File: src/shared/mrab_pkg.sv
// Summary of operation
// metering registers reachable only through buffer bytes
// any level-one reset clears all buffer registers
// six byte buffers at indices 0x2880..0x2885
// read needs unlock write 0xcc then zero
// read access to target address starts read
// read loads data word, ack clears within 24
// software reads data bytes after ack clears
// write needs unlock write 0xcc then zero
// software loads data bytes before the address
// write access to target address starts write
// write copies data word, ack clears within 24
// ack held during transfer; unlocked accesses only
// metering tick base 819.2kHz, times one/two/four
package mrab_pkg;

    // ----------
    // clock and metering timing
    // ----------
    localparam int unsigned CLK_HZ          = 250_000_000;  // clk_sys rate
    localparam int unsigned METERING_CLOCK_BASE_HZ   = 819_200;      // metering clock base
    localparam int unsigned METERING_CLOCK_BASE_DIV  = CLK_HZ / METERING_CLOCK_BASE_HZ; // cycles per base period
    localparam int unsigned ACK_MAX_PERIODS = 24;           // longest transfer in periods
    localparam logic [1:0]  METERING_CLOCK_SEL_RST   = 2'h0;         // base rate after reset

    // ----------
    // register indices; byte address is four times the index
    // ----------
    localparam logic [15:0] IDX_DATA_LOW      = 16'h2880;
    localparam logic [15:0] IDX_DATA_MID_LOW  = 16'h2881;
    localparam logic [15:0] IDX_DATA_MID_HIGH = 16'h2882;
    localparam logic [15:0] IDX_DATA_HIGH     = 16'h2883;
    localparam logic [15:0] IDX_UNLOCK        = 16'h2884;
    localparam logic [15:0] IDX_DONE          = 16'h2885;
    localparam logic [15:0] IDX_CLK_SEL       = 16'h2888;   // metering rate select
    localparam logic [7:0]  IDX_METER_WIN     = 8'h10;      // upper index byte of window

    // ----------
    // field values and reset values
    // ----------
    localparam logic [7:0]  UNLOCK_KEY      = 8'hcc;
    localparam logic [7:0]  UNLOCK_CLOSE    = 8'h00;
    localparam logic [7:0]  BYTE_RST        = 8'h00;
    localparam logic [7:0]  DONE_IDLE       = 8'h00;
    localparam logic [7:0]  DONE_BUSY       = 8'h01;
    localparam logic [1:0]  RESP_OKAY       = 2'h0;
    localparam logic [1:0]  RESP_SLVERR     = 2'h2;

    // unlock progress
    typedef enum logic [1:0] {
        UNL_LOCKED = 2'b00,
        UNL_ARMED  = 2'b01,
        UNL_OPEN   = 2'b10
    } mrab_unlock_t;

    // transfer sequencer
    typedef enum logic [1:0] {
        XF_IDLE  = 2'b00,
        XF_ISSUE = 2'b01,
        XF_WAIT  = 2'b10
    } mrab_xfer_t;

endpackage

File: src/core/mrab_tick_gen.sv
`timescale 1ns/1ps
module mrab_tick_gen #(
    parameter int unsigned BASE_DIV = mrab_pkg::METERING_CLOCK_BASE_DIV
) (
    input  wire logic       clk_sys,
    input  wire logic       reset,
    input  wire logic [1:0] rateSel,  // 0 x1, 1 x2, else x4
    output logic            tick      // one cycle per metering period
);
    import mrab_pkg::*;

    // ----------
    // divider
    // ----------
    localparam logic [15:0] DIV1 = 16'(BASE_DIV);
    logic [15:0] count_q;     // cycles into current period
    logic [15:0] periodLast;  // terminal count for chosen rate
    logic        tick_q;

    // faster rates shorten the period; fractions of a cycle are dropped
    assign periodLast = (rateSel == 2'h0) ? DIV1 - 16'h0001 :
                        (rateSel == 2'h1) ? (DIV1 >> 1) - 16'h0001 :
                                            (DIV1 >> 2) - 16'h0001;
    assign tick = tick_q;

    // counter wraps at the period end and pulses tick
    always_ff @(posedge clk_sys or posedge reset)
    begin
        if (reset)
        begin
            count_q <= 16'h0000;
            tick_q  <= 1'b0;
        end
        else
        begin
            tick_q  <= (count_q >= periodLast);
            count_q <= (count_q >= periodLast) ? 16'h0000 : count_q + 16'h0001;
        end
    end
endmodule

File: src/core/mrab_bridge.sv
// Our own choice: the AXI4-Lite slave port.
`timescale 1ns/1ps
module mrab_bridge #(
    parameter int unsigned ADDR_W  = 18,   // axi byte address width
    parameter int unsigned MADDR_W = 8     // metering register address width
) (
    input  wire logic                clk_sys,
    input  wire logic                reset,
    // axi4-lite slave
    input  wire logic [ADDR_W-1:0]   s_axi_awaddr,
    input  wire logic                s_axi_awvalid,
    output logic                     s_axi_awready,
    input  wire logic [31:0]         s_axi_wdata,
    input  wire logic [3:0]          s_axi_wstrb,
    input  wire logic                s_axi_wvalid,
    output logic                     s_axi_wready,
    output logic [1:0]               s_axi_bresp,
    output logic                     s_axi_bvalid,
    input  wire logic                s_axi_bready,
    input  wire logic [ADDR_W-1:0]   s_axi_araddr,
    input  wire logic                s_axi_arvalid,
    output logic                     s_axi_arready,
    output logic [31:0]              s_axi_rdata,
    output logic [1:0]               s_axi_rresp,
    output logic                     s_axi_rvalid,
    input  wire logic                s_axi_rready,
    // metering engine side, same clock
    output logic                     metReq,
    output logic                     metWrite,
    output logic [MADDR_W-1:0]       metAddr,
    output logic [31:0]              metWrData,
    input  wire logic [31:0]         metRdData,
    input  wire logic                metAck
);
    import mrab_pkg::*;

    // ----------
    // axi channel state
    // ----------
    logic              awReady_q, wReady_q, arReady_q;   // channel readies
    logic              awHeld_q, wHeld_q;                // captured halves of a write
    logic [ADDR_W-1:0] awAddr_q, arAddr_q;               // captured addresses
    logic [31:0]       wData_q;                          // captured write data
    logic [3:0]        wStrb_q;                          // captured strobes
    logic              bValid_q, rValid_q, rdPend_q;     // answer state
    logic [1:0]        bResp_q, rResp_q;
    logic [31:0]       rData_q;

    // ----------
    // buffer and control state
    // ----------
    logic [7:0]        dataByte_q [4];       // data word, byte 0 lowest
    logic [7:0]        unlock_q;             // last unlock byte written
    mrab_unlock_t      unl_q, unl_d;         // unlock progress
    mrab_xfer_t        xf_q;                 // transfer sequencer
    logic [1:0]        clkSel_q;             // metering rate select
    logic [4:0]        tickCnt_q;            // periods spent waiting
    logic              metReq_q, metWrite_q;
    logic [MADDR_W-1:0] metAddr_q;
    logic [31:0]       metWrData_q;
    logic              mtTick;

    // ----------
    // decode
    // ----------
    wire [15:0] wrIdx   = 16'(awAddr_q >> 2);
    wire [15:0] rdIdx   = 16'(arAddr_q >> 2);
    wire        wrGo    = awHeld_q && wHeld_q && !bValid_q;   // both halves present
    wire        wrStrb0 = wStrb_q[0];                         // byte registers use lane 0
    wire        wrWin   = wrIdx[15:8] == IDX_METER_WIN;
    wire        rdWin   = rdIdx[15:8] == IDX_METER_WIN;
    wire        wrData  = wrIdx[15:2] == IDX_DATA_LOW[15:2];  // four data bytes
    wire        wrUnl   = wrIdx == IDX_UNLOCK;
    wire        wrDone  = wrIdx == IDX_DONE;
    wire        wrCsel  = wrIdx == IDX_CLK_SEL;
    wire        wrHit   = wrWin || wrData || wrUnl || wrDone || wrCsel;
    wire        rdData  = rdIdx[15:2] == IDX_DATA_LOW[15:2];
    wire        rdUnl   = rdIdx == IDX_UNLOCK;
    wire        rdDone  = rdIdx == IDX_DONE;
    wire        rdCsel  = rdIdx == IDX_CLK_SEL;
    wire        rdHit   = rdWin || rdData || rdUnl || rdDone || rdCsel;
    wire        idle    = xf_q == XF_IDLE;
    // address accesses start only when unlocked and idle; a write wins a tie
    wire        startWr = wrGo && wrWin && idle && unl_q == UNL_OPEN;
    wire        startRd = rdPend_q && rdWin && idle && unl_q == UNL_OPEN && !startWr;
    wire        tmo     = mtTick && tickCnt_q == 5'(ACK_MAX_PERIODS - 1);
    wire [7:0]  doneVal = idle ? DONE_IDLE : DONE_BUSY;
    wire [31:0] dataWord = {dataByte_q[3], dataByte_q[2], dataByte_q[1], dataByte_q[0]};
    wire [7:0]  rdByte  = rdData ? dataByte_q[rdIdx[1:0]] :
                          rdUnl  ? unlock_q :
                          rdDone ? doneVal :
                          rdCsel ? {6'h00, clkSel_q} : 8'h00;

    // unlock progress: key then zero opens; anything else relocks
    always_comb
    begin
        unl_d = unl_q;
        if (startWr || startRd)
            unl_d = UNL_LOCKED;                              // one access per unlock
        else if (wrGo && wrUnl && wrStrb0)
        begin
            if (wData_q[7:0] == UNLOCK_KEY)
                unl_d = UNL_ARMED;
            else if (wData_q[7:0] == UNLOCK_CLOSE && unl_q == UNL_ARMED)
                unl_d = UNL_OPEN;
            else
                unl_d = UNL_LOCKED;
        end
    end

    // ----------
    // metering period source
    // ----------
    mrab_tick_gen u_tick (
        .clk_sys (clk_sys),
        .reset   (reset),
        .rateSel (clkSel_q),
        .tick    (mtTick)
    );

    // ----------
    // axi write channels
    // ----------
    // readies drop on capture and return once the response is taken
    always_ff @(posedge clk_sys or posedge reset)
    begin
        if (reset)
        begin
            awReady_q <= 1'b1;
            wReady_q  <= 1'b1;
            awHeld_q  <= 1'b0;
            wHeld_q   <= 1'b0;
            awAddr_q  <= '0;
            wData_q   <= 32'h0000_0000;
            wStrb_q   <= 4'h0;
            bValid_q  <= 1'b0;
            bResp_q   <= RESP_OKAY;
        end
        else
        begin
            if (s_axi_awvalid && awReady_q)
            begin
                awAddr_q  <= s_axi_awaddr;
                awHeld_q  <= 1'b1;
                awReady_q <= 1'b0;
            end
            if (s_axi_wvalid && wReady_q)
            begin
                wData_q  <= s_axi_wdata;
                wStrb_q  <= s_axi_wstrb;
                wHeld_q  <= 1'b1;
                wReady_q <= 1'b0;
            end
            if (wrGo)
            begin
                bValid_q <= 1'b1;
                bResp_q  <= wrHit ? RESP_OKAY : RESP_SLVERR;  // unmapped answer
            end
            if (bValid_q && s_axi_bready)
            begin
                bValid_q  <= 1'b0;
                awHeld_q  <= 1'b0;
                wHeld_q   <= 1'b0;
                awReady_q <= 1'b1;
                wReady_q  <= 1'b1;
            end
        end
    end

    // ----------
    // axi read channels
    // ----------
    // one cycle to decode, then data held until taken
    always_ff @(posedge clk_sys or posedge reset)
    begin
        if (reset)
        begin
            arReady_q <= 1'b1;
            arAddr_q  <= '0;
            rdPend_q  <= 1'b0;
            rValid_q  <= 1'b0;
            rData_q   <= 32'h0000_0000;
            rResp_q   <= RESP_OKAY;
        end
        else
        begin
            if (s_axi_arvalid && arReady_q)
            begin
                arAddr_q  <= s_axi_araddr;
                arReady_q <= 1'b0;
                rdPend_q  <= 1'b1;
            end
            if (rdPend_q)
            begin
                rdPend_q <= 1'b0;
                rValid_q <= 1'b1;
                rData_q  <= {24'h00_0000, rdByte};  // window reads return zero
                rResp_q  <= rdHit ? RESP_OKAY : RESP_SLVERR;
            end
            if (rValid_q && s_axi_rready)
            begin
                rValid_q  <= 1'b0;
                arReady_q <= 1'b1;
            end
        end
    end

    // ----------
    // buffer bytes, one per lane of the data word
    // ----------
    for (genvar b = 0; b < 4; b++)
    begin : g_byte
        wire swWr = wrGo && wrData && wrStrb0 && wrIdx[1:0] == 2'(b);
        wire hwWr = xf_q == XF_WAIT && metAck && !metWrite_q;
        // engine data replaces software data when a read completes
        always_ff @(posedge clk_sys or posedge reset)
        begin
            if (reset)
                dataByte_q[b] <= BYTE_RST;
            else if (hwWr)
                dataByte_q[b] <= metRdData[8*b +: 8];
            else if (swWr)
                dataByte_q[b] <= wData_q[7:0];
        end
    end

    // ----------
    // unlock byte and rate select
    // ----------
    always_ff @(posedge clk_sys or posedge reset)
    begin
        if (reset)
        begin
            unlock_q <= BYTE_RST;
            unl_q    <= UNL_LOCKED;
            clkSel_q <= METERING_CLOCK_SEL_RST;
        end
        else
        begin
            unl_q <= unl_d;
            if (wrGo && wrUnl && wrStrb0)
                unlock_q <= wData_q[7:0];
            if (wrGo && wrCsel && wrStrb0)
                clkSel_q <= wData_q[1:0];
        end
    end

    // ----------
    // transfer sequencer
    // ----------
    // the only path to metering registers; requests align to a period
    always_ff @(posedge clk_sys or posedge reset)
    begin
        if (reset)
        begin
            xf_q        <= XF_IDLE;
            tickCnt_q   <= 5'h00;
            metReq_q    <= 1'b0;
            metWrite_q  <= 1'b0;
            metAddr_q   <= '0;
            metWrData_q <= 32'h0000_0000;
        end
        else
        begin
            if (mtTick && !idle)
                tickCnt_q <= tickCnt_q + 5'h01;
            unique case (xf_q)
                XF_IDLE:
                begin
                    tickCnt_q <= 5'h00;
                    if (startWr)
                    begin
                        xf_q        <= XF_ISSUE;
                        metWrite_q  <= 1'b1;
                        metAddr_q   <= MADDR_W'(wrIdx);
                        metWrData_q <= dataWord;
                    end
                    else if (startRd)
                    begin
                        xf_q       <= XF_ISSUE;
                        metWrite_q <= 1'b0;
                        metAddr_q  <= MADDR_W'(rdIdx);
                    end
                end
                XF_ISSUE:
                begin
                    // wait for a period edge before driving the engine
                    if (tmo)
                        xf_q <= XF_IDLE;
                    else if (mtTick)
                    begin
                        metReq_q <= 1'b1;
                        xf_q     <= XF_WAIT;
                    end
                end
                XF_WAIT:
                begin
                    // a silent engine is abandoned at the period bound
                    if (metAck || tmo)
                    begin
                        metReq_q <= 1'b0;
                        xf_q     <= XF_IDLE;
                    end
                end
                default:
                    xf_q <= XF_IDLE;
            endcase
        end
    end

    // ----------
    // outputs
    // ----------
    assign s_axi_awready = awReady_q;
    assign s_axi_wready  = wReady_q;
    assign s_axi_bvalid  = bValid_q;
    assign s_axi_bresp   = bResp_q;
    assign s_axi_arready = arReady_q;
    assign s_axi_rvalid  = rValid_q;
    assign s_axi_rdata   = rData_q;
    assign s_axi_rresp   = rResp_q;
    assign metReq        = metReq_q;
    assign metWrite      = metWrite_q;
    assign metAddr       = metAddr_q;
    assign metWrData     = metWrData_q;
endmodule

File: config.mk
export PLATFORM = sky130hd
export DESIGN_NAME = mrab_bridge
export DESIGN_NICKNAME = d
export VERILOG_FILES = /design/src/shared/mrab_pkg.sv /design/src/core/mrab_tick_gen.sv /design/src/core/mrab_bridge.sv
export SDC_FILE = /design/constraint.sdc
export NUM_CORES = 1
export LEC_CHECK = 0
export BUFFER_PORTS_ARGS = -buffer_cell sky130_fd_sc_hd__clkbuf_2
export CELL_PAD_IN_SITES_DETAIL_PLACEMENT = 2
export CELL_PAD_IN_SITES_GLOBAL_PLACEMENT = 2
export CORE_MARGIN = 1
export CORE_UTILIZATION = 38
export CTS_BUF_LIST = sky130_fd_sc_hd__clkbuf_8 sky130_fd_sc_hd__clkbuf_16
export DETAILED_ROUTE_END_ITERATION = 6
export PLACE_DENSITY_LB_ADDON = 0.1
export SKIP_LAST_GASP = 1
export SLEW_MARGIN = 10
export SYNTH_ARGS = -nofsm -noshare
export SYNTH_HDL_FRONTEND = slang
export SYNTH_SLANG_ARGS = --single-unit
File: constraint.sdc
create_clock -name clk_sys -period 7.83 [get_ports clk_sys]
set_input_delay 0.783 -clock clk_sys [delete_from_list [all_inputs] [get_ports clk_sys]]
set_output_delay 0.783 -clock clk_sys [all_outputs]
set_load 0.02 [all_outputs]
==> impl_metrics.env <==
export IMPL_fin_skew_ns=0.0122
export IMPL_row_count=51
export IMPL_finalMaxSlewViolations=0
export IMPL_io_pins=195
export IMPL_hpwlAfterDp_mm=15.6
export IMPL_die_w_um=144
export IMPL_min_period_over_period_pct=36.1
export IMPL_synth_flop_cell="dfrtp_1"
export IMPL_core_area_um2=19600
export IMPL_met3_usage_pct=4.83
export IMPL_dieHeight_um=144
export IMPL_crit_path_cell_trace="nor4b_1 > and4b_2 > nor4b_4 > nor3b_1 > a221o_1"
export IMPL_max_stage_delay_ns=0.77
export IMPL_critPathCaptureType="register"
export IMPL_syn_inst=606
export IMPL_rsz0062_at_grt="false"
export IMPL_ys_seq_elements=169
export IMPL_peakVddDrop_mv=0.145
export IMPL_grt_busiest_layer="met2"
export IMPL_first_pass_iters=7
export IMPL_status="completed"
export IMPL_wirelength_mm=21.3
export IMPL_synth_top_area_share_pct=54.2
export IMPL_grt_use_met2_pct=37.0
export IMPL_max_freq_mhz=354
export IMPL_setup_tns_ns=0
export IMPL_cp_required_ns=8.15
export IMPL_p_per_area_nw_per_um2=281
export IMPL_async_flop_share_pct=100
export IMPL_synth_area_per_cell_um2=12.6
export IMPL_grt_first_pass_wirelength_mm=33.5
export IMPL_p_leak_nw=4.50
export IMPL_clock_sinks=169
export IMPL_cts_root_buf="clkbuf_16"
export IMPL_grt_max_degree=98
export IMPL_drc=0
export IMPL_yosys_area_top_type="dfrtp_1"
export IMPL_cts_max_path_buffers=2
export IMPL_worstSetupStartpointType="register"
export IMPL_post_cts_buffers=0
export IMPL_clkSlewWorstSetupHoldPaths_ns=0.07
export IMPL_grt_pass1_vias=5910
export IMPL_min_period_ns=2.82
export IMPL_cts_tree="yes"
export IMPL_setup_violations=0
export IMPL_routabilityCongestion=0.764
export IMPL_wl_per_cell_um=20.8
export IMPL_die_area_um2=20700
export IMPL_slew_headroom_pct=35.3
export IMPL_synth_area_um2=7660
export IMPL_cts_resized=0
export IMPL_worst_slew_pin_slew_ns=0.956
export IMPL_hold_viol=0
export IMPL_cp_max_fo=16
export IMPL_nNetsFinal=864
export IMPL_final_common_cell="dfrtp_1"
export IMPL_first_iter_violations=241
export IMPL_dp_cells=988
export IMPL_grt_usage_pct=21.8
export IMPL_numCtsBuffers=17
export IMPL_clock_latency_ns=0.43
export IMPL_layout_drive_gt1_share_pct=36.0
export IMPL_hold_class="reg -> reg"
export IMPL_grtUsageMet1_pct=28.2
export IMPL_area_growth_pct=19.4
export IMPL_most_common_layout_cells="dfrtp_1 (166), clkbuf_2 (137), mux2_2 (83)"
export IMPL_start_util_pct=39.1
export IMPL_vias=5351
export IMPL_ys_seq_area_share_pct=55.2
export IMPL_avgViaCountPerCell=5.24
export IMPL_synth_area_top_cells="dfrtp_1 (54%), mux2_2 (12%), a221o_1 (3.9%)"
export IMPL_antenna_found_initial=0
export IMPL_yosysWarnings=0
export IMPL_arrival_ns=3.14
export IMPL_numPortBuffers=137
export IMPL_yosysUniqueCellTypes=52
export IMPL_r2r_setup_slack_ns=5.01
export IMPL_cp_slowest_cell="nor4b_4"
export IMPL_overflow=0
export IMPL_ant_nets=0
export IMPL_worstSetupPathType="reg -> reg"
export IMPL_h_tree_depth=4
export IMPL_cts_hold_buf=0
export IMPL_synth_edf_count=0
export IMPL_finalNonFillerCells=1022
export IMPL_drv_cap=0
worst max-delay path: cells and delay by family, from the launching register on:
kind	cells	cell delay [ns]
AO/OA/AOI/OAI	1	0.30
flip-flops	1	0.41
AND/OR/NAND/NOR	4	1.98
registers in the layout, indices dropped and copies added, names as in the netlist, 2 cells and up:
name and flops:
dataByte_q 32, metWrData 32, arAddr_q 16, awAddr_q 16, u_tick.count_q 16, metAddr 8
s_axi_rdata 8, unlock_q 8, wData_q 8, tickCnt_q 5, clkSel_q 2, unl_q 2
xf_q 2
final timing paths:
check                              from  cells past startpoint              to
max                         awAddr_q[7]                      5  dataByte_q[13]
min reg2reg                awAddr_q[12]                      1    awAddr_q[12]
min in group asynchronous         reset                      2      wData_q[6]
min                        awAddr_q[12]                      1    awAddr_q[12]
max reg2reg                 awAddr_q[7]                      5  dataByte_q[13]
max in group asynchronous         reset                      3  dataByte_q[25]
kinds of logic after synthesis:
| group | synth area share [%] |
|---|---|
| compound gates | 9.08 |
| xor+xnor | 1.37 |
| fa+ha+maj | 1.63 |
| buf+inv | 4.80 |
| flops | 55.2 |
| mux | 15.7 |
| other cells | 0.0489 |
| simple gates | 12.1 |
metrics by stage:
| stage | cell area, µm² | setup WS, ns | power [mW] | hold slack, ns | utilization [%] |
|---|---|---|---|---|---|
| 2_1_floorplan | 7780 | 2.48 | 1.51 | 0.463 | - |
| 3_3_place_gp | 8520 | 5.13 | 1.65 | 0.473 | 43.5 |
| 3_5_place_dp | 8520 | 5.03 | 1.69 | 0.492 | 43.5 |
| 4_1_cts | 9150 | 4.94 | 2.60 | 0.507 | 46.7 |
| 5_1_grt | 9150 | 4.81 | 2.70 | 0.530 | 46.7 |
| 6_report | 9150 | 5.01 | 2.57 | 0.502 | 46.7 |
layout make-up:
type,instances,area [µm²]
clock buffer,18,439
inverter,11,46.3
timing repair buffer,141,716
tap,265,332
multi-input combinational,402,3200
fill,2038,10400
sequential,169,4230
antenna,2,5.00
clock inverter,14,184
Yosys cell counts, types with 9 or more instances:
master	n
a21o_1	10
a21oi_1	22
a221o_1	30
a22o_1	9
buf_4	26
clkbuf_1	17
dfrtp_1	166
ha_1	10
inv_1	10
mux2_2	83
mux2i_1	9
nand2_1	24
nand3_1	9
nor2_1	36
nor2b_1	16
nor3b_1	28
xor2_1	9
where the power goes:
| part | leakage, nW | switching (mW) | internal (mW) | total (mW) |
|---|---|---|---|---|
| combinational | 2.01 | 0.217 | 0.238 | 0.455 |
| clock | 0.314 | 0.356 | 0.540 | 0.896 |
| sequential | 2.18 | 0.195 | 1.02 | 1.22 |
| total | 4.50 | 0.768 | 1.80 | 2.57 |
per-layer routing:
metal,up-vias,routed length [µm]
met3,12,739
met5,-,0
met4,0,157
met1,2793,9280
li1,2439,-
met2,107,11100
Note: power is estimated with default switching activity, not from simulation.
